`src/status_flag_pkg.sv`:
```
// Purpose: Shared constants and carriers for the unit status flag bank
// Assumes: 32-bit AHB-Lite register access, one word per register
// Notes: Register indices are kept; byte address is four times the index
package status_flag_pkg;

    // Register indices and address width
    localparam logic [7:0] link_fault_idx = 8'h04;
    localparam logic [7:0] input_fault_idx = 8'h05;
    localparam logic [7:0] heater_oc_idx = 8'h06;
    localparam logic [7:0] heater_alarm_idx = 8'h07;
    localparam logic [7:0] summary_idx = 8'h08;
    localparam logic [7:0] irq_status_idx = 8'h09;
    localparam logic [7:0] irq_mask_idx = 8'h0a;
    localparam logic [7:0] threshold_idx = 8'h0b;
    localparam int addr_w = 10;

    // Field positions
    localparam int summary_input_bit = 10;
    localparam int summary_alarm_bit = 12;
    localparam int alarm_one_lsb = 0;
    localparam int alarm_two_lsb = 4;

    // Reset values
    localparam logic [15:0] flags_rst = 16'h0000;
    localparam logic [3:0] irq_mask_rst = 4'h0;
    // Heater current in units of 0.1 A; 110.0 A
    localparam logic [15:0] oc_limit_rst = 16'h044c;

    // Interrupt status bits: one per status word
    localparam int irq_link = 0;
    localparam int irq_input = 1;
    localparam int irq_oc = 2;
    localparam int irq_alarm = 3;

    typedef struct packed {
        logic break_alarm;
        logic short_alarm;
        logic overcurrent_alarm;
    } heater_alarm_s;

    typedef struct packed {
        logic [7:0] link_fail;
        logic [3:0] count_err;
        logic [15:0] current_one;
        logic [15:0] current_two;
        heater_alarm_s alarm_one;
        heater_alarm_s alarm_two;
    } flag_in_s;

    typedef struct packed {
        logic [15:0] link_fault;
        logic [15:0] input_fault;
        logic [15:0] heater_oc;
        logic [15:0] heater_alarm;
    } flag_words_s;

endpackage

```
`src/flag_sampler.sv`:
```
// Purpose: Builds the four status words from live fault inputs
// Assumes: Inputs synchronous to clk, currents in 0.1 A units
// Notes: Flags follow their sources, one cycle of latency
`timescale 1ns/1ns
module flag_sampler (
    // Clock and reset
    input wire logic clk,
    input wire logic rst_n,
    // Sources and limit
    input wire status_flag_pkg::flag_in_s src,
    input wire logic [15:0] oc_limit,
    // Words
    output status_flag_pkg::flag_words_s words
);

    typedef struct packed {
        status_flag_pkg::flag_words_s w;
    } state_s;

    state_s state_q;
    state_s state_d;

    always_comb begin
        state_d = '0;
        state_d.w.link_fault[7:0] = src.link_fail;
        state_d.w.input_fault[3:0] = src.count_err;
        state_d.w.heater_oc[0] = src.current_one > oc_limit;
        state_d.w.heater_oc[1] = src.current_two > oc_limit;
        state_d.w.heater_alarm[status_flag_pkg::alarm_one_lsb +: 3] =
            {src.alarm_one.overcurrent_alarm, src.alarm_one.short_alarm,
             src.alarm_one.break_alarm};
        state_d.w.heater_alarm[status_flag_pkg::alarm_two_lsb +: 3] =
            {src.alarm_two.overcurrent_alarm, src.alarm_two.short_alarm,
             src.alarm_two.break_alarm};
    end

    always_ff @(posedge clk or negedge rst_n) begin
        if (!rst_n) begin
            state_q <= '0;
        end else begin
            state_q <= state_d;
        end
    end

    assign words = state_q.w;

    link_follow_a: assert property (@(posedge clk) disable iff (!rst_n)
        words.link_fault[7:0] == $past(src.link_fail))
        else $error("link fault word does not follow sources");
    oc_one_cmp_a: assert property (@(posedge clk) disable iff (!rst_n)
        words.heater_oc[0] == ($past(src.current_one) > $past(oc_limit)))
        else $error("first overcurrent flag wrong");
    oc_two_cmp_a: assert property (@(posedge clk) disable iff (!rst_n)
        words.heater_oc[1] == ($past(src.current_two) > $past(oc_limit)))
        else $error("second overcurrent flag wrong");
    input_follow_a: assert property (@(posedge clk)
        disable iff (!rst_n) words.input_fault[3:0] == $past(src.count_err))
        else $error("input fault word does not follow sources");

endmodule

```
`src/status_flag_regs.sv`:
```
// Purpose: AHB-Lite slave holding the four read-only status words
// Assumes: Single word transfers, zero wait states, OKAY response
// Notes: Index registers sit at byte address index times four
//
// Implementation choice: the AHB-Lite register port.
`timescale 1ns/1ns
// Functional notes
// - Link fault bits follow expansion unit failures
// - Input fault bits follow channel count errors
// - First sensor above the threshold register (reset 110.0 A) sets bit 0
// - Second sensor above the threshold register (reset 110.0 A) sets bit 1
// - Alarm bits 0-2 from first sensor
// - Alarm bits 4-6 from second sensor
// - Summary bit 10 ORs input faults
// - Summary bit 12 ORs heater flags
module status_flag_regs (
    // Clock and reset
    input wire logic clk,
    input wire logic rst_n,
    // AHB-Lite slave
    input wire logic hsel,
    input wire logic [31:0] haddr,
    input wire logic [1:0] htrans,
    input wire logic hwrite,
    input wire logic [2:0] hsize,
    input wire logic [31:0] hwdata,
    input wire logic hready,
    output logic hreadyout,
    output logic hresp,
    output logic [31:0] hrdata,
    // Fault sources
    input wire status_flag_pkg::flag_in_s src,
    // Interrupt
    output logic irq
);

    typedef enum logic [3:0] {
        reg_none = 4'h0,
        reg_link = 4'h1,
        reg_input = 4'h2,
        reg_oc = 4'h3,
        reg_alarm = 4'h4,
        reg_summary = 4'h5,
        reg_irq_status = 4'h6,
        reg_irq_mask = 4'h7,
        reg_threshold = 4'h8
    } reg_sel_e;

    typedef struct packed {
        logic wr_pend;
        reg_sel_e wr_sel;
        logic [31:0] rdata;
        logic [3:0] irq_status;
        logic [3:0] irq_mask;
        logic [15:0] oc_limit;
        logic [3:0] prev_any;
    } state_s;

    state_s state_q;
    state_s state_d;
    status_flag_pkg::flag_words_s words;
    logic [15:0] summary;
    logic [3:0] any_now;
    logic [3:0] rise;
    logic take;
    reg_sel_e sel;

    // Index compare on the word address
    function automatic reg_sel_e decode(input logic [31:0] a);
        logic [7:0] idx;
        idx = a[status_flag_pkg::addr_w-1:2];
        if (a[1:0] != 2'h0) begin
            decode = reg_none;
        end else if (idx == status_flag_pkg::link_fault_idx) begin
            decode = reg_link;
        end else if (idx == status_flag_pkg::input_fault_idx) begin
            decode = reg_input;
        end else if (idx == status_flag_pkg::heater_oc_idx) begin
            decode = reg_oc;
        end else if (idx == status_flag_pkg::heater_alarm_idx) begin
            decode = reg_alarm;
        end else if (idx == status_flag_pkg::summary_idx) begin
            decode = reg_summary;
        end else if (idx == status_flag_pkg::irq_status_idx) begin
            decode = reg_irq_status;
        end else if (idx == status_flag_pkg::irq_mask_idx) begin
            decode = reg_irq_mask;
        end else if (idx == status_flag_pkg::threshold_idx) begin
            decode = reg_threshold;
        end else begin
            decode = reg_none;
        end
    endfunction

    flag_sampler u_sampler (
        .clk(clk),
        .rst_n(rst_n),
        .src(src),
        .oc_limit(state_q.oc_limit),
        .words(words)
    );

    always_comb begin
        summary = '0;
        summary[status_flag_pkg::summary_input_bit] =
            |words.input_fault;
        summary[status_flag_pkg::summary_alarm_bit] =
            |words.heater_oc | |words.heater_alarm;
    end

    assign any_now = {|words.heater_alarm, |words.heater_oc,
                      |words.input_fault, |words.link_fault};
    assign rise = any_now & ~state_q.prev_any;
    assign take = hsel && hready && htrans[1];
    assign sel = decode(haddr);

    always_comb begin
        state_d = state_q;
        state_d.prev_any = any_now;
        state_d.wr_pend = 1'b0;
        state_d.wr_sel = reg_none;
        // Data phase write; only control registers accept it
        if (state_q.wr_pend) begin
            case (state_q.wr_sel)
                reg_irq_status: begin
                    state_d.irq_status = state_q.irq_status & ~hwdata[3:0];
                end
                reg_irq_mask: begin
                    state_d.irq_mask = hwdata[3:0];
                end
                reg_threshold: begin
                    state_d.oc_limit = hwdata[15:0];
                end
                default: begin
                end
            endcase
        end
        // Set wins over a same-cycle clear
        state_d.irq_status = state_d.irq_status | rise;
        if (take && hwrite) begin
            state_d.wr_pend = 1'b1;
            state_d.wr_sel = sel;
        end
        if (take && !hwrite) begin
            case (sel)
                reg_link: state_d.rdata = {16'h0000, words.link_fault};
                reg_input: state_d.rdata = {16'h0000, words.input_fault};
                reg_oc: state_d.rdata = {16'h0000, words.heater_oc};
                reg_alarm: state_d.rdata = {16'h0000, words.heater_alarm};
                reg_summary: state_d.rdata = {16'h0000, summary};
                reg_irq_status: state_d.rdata = {28'h0, state_d.irq_status};
                reg_irq_mask: state_d.rdata = {28'h0, state_q.irq_mask};
                reg_threshold: state_d.rdata = {16'h0000, state_q.oc_limit};
                default: state_d.rdata = 32'h0;
            endcase
        end
    end

    always_ff @(posedge clk or negedge rst_n) begin
        if (!rst_n) begin
            state_q.wr_pend <= 1'b0;
            state_q.wr_sel <= reg_none;
            state_q.rdata <= 32'h0;
            state_q.irq_status <= 4'h0;
            state_q.irq_mask <= status_flag_pkg::irq_mask_rst;
            state_q.oc_limit <= status_flag_pkg::oc_limit_rst;
            state_q.prev_any <= 4'h0;
        end else begin
            state_q <= state_d;
        end
    end

    assign hreadyout = 1'b1;
    assign hresp = 1'b0;
    assign hrdata = state_q.rdata;
    assign irq = |(state_q.irq_status & state_q.irq_mask);

    unused_zero_a: assert property (@(posedge clk) disable iff (!rst_n)
        words.link_fault[15:8] == 8'h00 && words.input_fault[15:4] == 12'h0
        && words.heater_oc[15:2] == 14'h0
        && words.heater_alarm[3] == 1'b0
        && words.heater_alarm[15:7] == 9'h0)
        else $error("unused status bit set");
    alarm_one_map_a: assert property (@(posedge clk)
        disable iff (!rst_n)
        words.heater_alarm[2:0] == $past({src.alarm_one.overcurrent_alarm,
        src.alarm_one.short_alarm, src.alarm_one.break_alarm}))
        else $error("first sensor alarm bits wrong");
    alarm_two_map_a: assert property (@(posedge clk)
        disable iff (!rst_n)
        words.heater_alarm[6:4] == $past({src.alarm_two.overcurrent_alarm,
        src.alarm_two.short_alarm, src.alarm_two.break_alarm}))
        else $error("second sensor alarm bits wrong");
    summary_input_a: assert property (@(posedge clk)
        disable iff (!rst_n)
        summary[10] == |words.input_fault)
        else $error("input summary bit wrong");
    summary_alarm_a: assert property (@(posedge clk)
        disable iff (!rst_n)
        summary[12] == (|words.heater_oc || |words.heater_alarm))
        else $error("alarm summary bit wrong");
    word_read_a: assert property (@(posedge clk) disable iff (!rst_n)
        take && !hwrite && sel == reg_link |=> hrdata[31:8] == 24'h0)
        else $error("link word read shows unused bits");
    // Mask may change in the same cycle, so check the sticky bit itself
    irq_level_a: assert property (@(posedge clk) disable iff (!rst_n)
        rise[0] |=> state_q.irq_status[0])
        else $error("link fault event not latched");

    link_fault_c: cover property (@(posedge clk) disable iff (!rst_n)
        rise[0]);
    oc_read_c: cover property (@(posedge clk) disable iff (!rst_n)
        take && !hwrite && sel == reg_oc && words.heater_oc != 16'h0);
    irq_c: cover property (@(posedge clk) disable iff (!rst_n)
        $rose(irq));

endmodule

```
`config.mk`:
```
export PLATFORM = sky130hd
export DESIGN_NAME = status_flag_regs
export DESIGN_NICKNAME = d
export VERILOG_FILES = /design/src/status_flag_pkg.sv /design/src/flag_sampler.sv /design/src/status_flag_regs.sv
export SDC_FILE = /design/constraint.sdc
export NUM_CORES = 1
export LEC_CHECK = 0
export BUFFER_PORTS_ARGS = -buffer_cell sky130_fd_sc_hd__buf_4
export CORE_UTILIZATION = 45
export DETAILED_ROUTE_END_ITERATION = 10
export PLACE_DENSITY = 0.76
export SETUP_SLACK_MARGIN = 0.5
export SLEW_MARGIN = 0
export SYNTH_ARGS = -nofsm -noshare
export SYNTH_HDL_FRONTEND = slang
export SYNTH_SLANG_ARGS = --single-unit
```
`constraint.sdc`:
```
create_clock -name clk -period 2.6 [get_ports clk]
set_clock_uncertainty 0.2 [all_clocks]
set_input_delay 0.39 -clock clk [delete_from_list [all_inputs] [get_ports clk]]
set_output_delay 0.39 -clock clk [all_outputs]
set_load 0.01 [all_outputs]
```
**After elaboration in Yosys (flattened, before gate mapping)**

Cells that the tools add are included.

- Order comparisons: 2
- Bitwise operators: 7
- Multiplexer cells: 15
- Reductions and logical operators: 13
- Eq/ne operators: 19

Operators by type and width:

| operator | number |
|---|---|
| case mux 16 bit (8 select lines) | 1 |
| 2-to-1 mux 4 bit | 11 |
| == test 8 x 3 -> 1 bit, second input constant | 4 |
| == test 8 x 4 -> 1 bit, second input constant | 4 |
| greater-than comparator 16 bit | 2 |
| == test 4 x 3 -> 1 bit, second input constant | 6 |
| 2-to-1 mux 24 bit | 1 |
| 2-to-1 mux 16 bit | 1 |
| bitwise AND 4 bit | 3 |
| == test 4 x 2 -> 1 bit, second input constant | 2 |
| == test 4 bit, second input constant | 2 |
| NOT 4 bit | 2 |
| OR reduction 4 bit | 2 |
| OR reduction 8 bit | 1 |
| OR reduction 6 bit | 1 |
| 2-to-1 mux 5 bit | 1 |
| == test 4 x 1 -> 1 bit, second input constant | 1 |
| logical AND 1 bit | 4 |
| bitwise OR 4 bit | 1 |
| AND reduction 2 bit | 2 |
| nonzero test 2 bit | 1 |
| OR reduction 2 bit | 1 |
| zero test 1 bit | 1 |
| bitwise OR 1 bit | 1 |

- Flip-flop bits (word level): 85
- Word-level logic and storage cells: 67
- Output and inout bits: 35

**Longest topological paths before layout**

- Depth after elaboration: 12
- Mapped depth: 7

**Cells and area by module**

A second synthesis with hierarchy kept.

- Cell total of the unflattened synthesis: 466
- Area, all modules: 4695.8 um2

By module, submodules not included:

| module | cells an instance | instances | seq. area each (um2) | area an instance (um2) |
|---|---|---|---|---|
| status_flag_regs | 304 | 1 | 1231.2 | 3113.0 |
| flag_sampler | 162 | 1 | 500.5 | 1582.8 |

**Least setup slack after synthesis**

No wires, ideal clock.

- Path kind: input to register
- Start: input port src[27] (netlist name)
- End: register u_sampler.state_q (netlist bit u_sampler.words[16])
- Arrival: 1.513 ns
- Buffers on the path: 0
- Data required time: 2.273 ns
- Stages on the path: 6
- Library setup time: 0.127 ns
- Slack: 0.760 ns
- Cell sequence: ha_1 a22o_1 nor4_1 o221ai_1 a211oi_1 a21oi_1

RTL lines:

| element | RTL line | RTL |
|---|---|---|
| start: declaration | status_flag_regs.sv:32 | `input wire status_flag_pkg::flag_in_s src,` |
| end signal: assignment | flag_sampler.sv:41 | `state_q <= state_d;` |
| end: declaration | flag_sampler.sv:20 | `state_s state_q;` |

==> flow_summary.ini <==
[logic_synthesis]
synth_top_area_cell = dfrtp_1
synthSimpleGateAreaFrac = 0.120
synth_top_family_by_area = compound AO/OA/AOI/OAI gates
ys_warn_count = 0
avgSynthCellArea_um2 = 10.8
yosysUniqueCellTypes = 53
netlist_area_um2 = 3780
synth_top_cell_area_share = 0.430
synth_compound_area_frac = 0.140
ys_seq_elements = 69
muxShareOfSynthArea = 0.0735
syn_inst = 350
seq_area_frac_synth = 0.458
synth_ff_type = dfrtp_1
synthAdderAreaFrac = 0.106
synth-edff-count = 0
synth-xor-area-share = 0
synth_area_leaders = dfrtp_1 43%, ha_1 11%, buf_4 6.8%
async_flop_share = 1.00

[sta]
period_needed_ps = 2070
fin_setup_tns_ps = 0
rsz0062_at_grt = true
min_period_over_period = 0.795
max_freq_mhz = 484
worst_pin_slew_ps = 836
finalHoldViolCount = 0
setup_viol = 0
maxSlewViolCount = 0
relSlewSlack = 0.443

[min_path]
worst_hold_path_type = in -> reg

[critical_path]
cp.buffers_inverters = 1
crit_arrival_ps = 2080
end_kind = flop
path_delay_family = compound AO/OA/AOI/OAI gates
crit_chain = inv_2, ha_4, a22o_1, nor4_2, o221ai_1, a211oi_1, a21oi_1
path_class = reg -> reg
cpPeakStageDelay_ps = 540
start_kind = flop
crit_fanout = 2
crit_slowest_cell = dfstp_2
worst-endpoint-required_ps = 2620

[global_routing]
grt_pass1_wl_um = 14400
grt_pass1_vias = 3141
antenna_found_initial = 0
track_usage = 0.222
grt_max_degree = 70
grt-ovfl-total = 0

[clocking]
cts_buffers = 9
clk_latency_ps = 350
path_clk_slew_ps = 70
cts_tree = yes
cts.sinks = 69
cts_root_buffer = clkbuf_8
htree_levels = 3
cts_buffer_depth = 2

[layout]
diodes = 0
syn_to_final_growth_pct = 29.8
drive_above_1_share = 0.343
nets = 612
final_cell_mix = 103 x buf_4, 65 x dfrtp_1, 29 x ha_1
layout.cells.most_common = buf_4
final_cell_area_um2 = 4900

[pwr]
p_per_area_nw_per_um2 = 504
p_leak_nw = 2.37
ir_drop_v = 0.000380

[floorplanning]
ios = 159
rows = 33
fp.dieW_um = 93.7
dieHeight_um = 93.7
start_util = 0.462
die_area_um2 = 8770
core-area_um2 = 8180

[place]
io_buffers = 98
place_hpwl_um = 6940
place_area_um2 = 4420
globalplace.congestion = 0.873

[run_status]
status = completed

[detailed_routing]
avgRoutedWirePerCell_um = 15.9
drt_iter0_markers = 225
viasPerCell = 5.34
drt_pass1_iterations = 5
vias = 3021
antenna_left = 0
drt_wl_total_um = 9010
route.detailed.drc = 0

[job]
cap_violations = 0
==> logic make-up after synthesis <==
logic type | after synthesis
simple gates | 80
fa+ha+maj | 32
buf+inv | 65
mux | 25
other cells | 2
flops | 69
compound gates | 77
==> routing by layer <==
layer | track usage | vias up | share of wire
met5 | 0 | - | 0
met4 | 0.108 | 0 | 0.035
met3 | 0.0736 | 29 | 0.073
met2 | 0.377 | 127 | 0.50
met1 | 0.249 | 1440 | 0.39
li1 | - | 1425 | -
==> stage by stage <==
stage / worst slack [ps] / hold slack [ps] / power, mW / cells / util
4_1_cts: 513 / 55.9 / 2.47 / 563 / 0.593
2_1_floorplan: 760 / -106 / 1.33 / 366 / -
3_5_place_dp: 391 / 246 / 1.49 / 528 / 0.541
6_report: 532 / 68.3 / 2.47 / 566 / 0.600
3_3_place_gp: 512 / 216 / 1.47 / 528 / 0.541
5_1_grt: 458 / 51.3 / 2.57 / 566 / 0.600
==> power breakdown <==
part | total, mW | leakage, nW | switching, mW | internal (mW)
Sequential | 1.14 | 0.840 | 0.0250 | 1.11
Clock | 0.967 | 0.112 | 0.403 | 0.564
Combinational | 0.367 | 1.42 | 0.175 | 0.192
==> cell type report <==
cell class                      instances  area [um2]
Clock buffer                           10         138
Clock inverter                          6        86.3
Fill cell                             688        3270
Inverter                               22        82.6
Multi-Input combinational cell        232        1770
Sequential cell                        69        1730
Tap cell                              105         131
Timing Repair Buffer                  122         963
==> final timing paths <==
| kind | start | end | slack (ps) | cells after the start |
|---|---|---|---|---|
| setup / recovery | state_q[10] | u_sampler.words[16] | 530 | 7 |
| hold / removal | hwdata[9] | state_q[13] | 70 | 2 |
| setup reg to reg | state_q[10] | u_sampler.words[16] | 530 | 7 |
| hold reg to reg | state_q[3] | state_q[27] | 260 | 1 |
| max in group asynchronous | rst_n | state_q[62] | 1180 | 2 |
| min in group asynchronous | rst_n | u_sampler.words[51] | 490 | 2 |
==> cell usage after synthesis, drive strengths merged (2+ instances only) <==
master / count
nand2b: 3
nor2: 13
mux2i: 3
dfstp: 4
nand4: 6
clkbuf: 2
o21ai: 15
and3: 3
nor4: 4
a21o: 6
nor2b: 6
nor3: 7
and4: 2
ha: 32
a21oi: 16
a22o: 10
o22ai: 3
a211oi: 2
o21a: 2
or4: 2
mux2: 22
nand3: 7
dfrtp: 65
a22oi: 11
conb: 2
or3: 3
nand2: 20
buf: 41
inv: 22
==> what timing repair did <==
item                                    in CTS  in global routing
endpoints found under the hold margin       83                  0
resized for setup                            1                  6
endpoints found under the setup margin       1                  1
pin swaps                                    0                  5
hold buffers                                19                  0
setup buffers                                0                  3
==> flip-flops by register name, indices dropped and copies added (netlist names) <==
register         cells
hrdata              16
state_q             33
u_sampler.words     20
==> worst reg2reg max path, delay by kind of cell, from the launching register on <==
kind	cells	cell delay, ps
compound gates	4	770
simple gates	1	220
fa+ha+maj	1	150
buf+inv	1	50
flops	1	540
(Power assumes the default switching activity.)
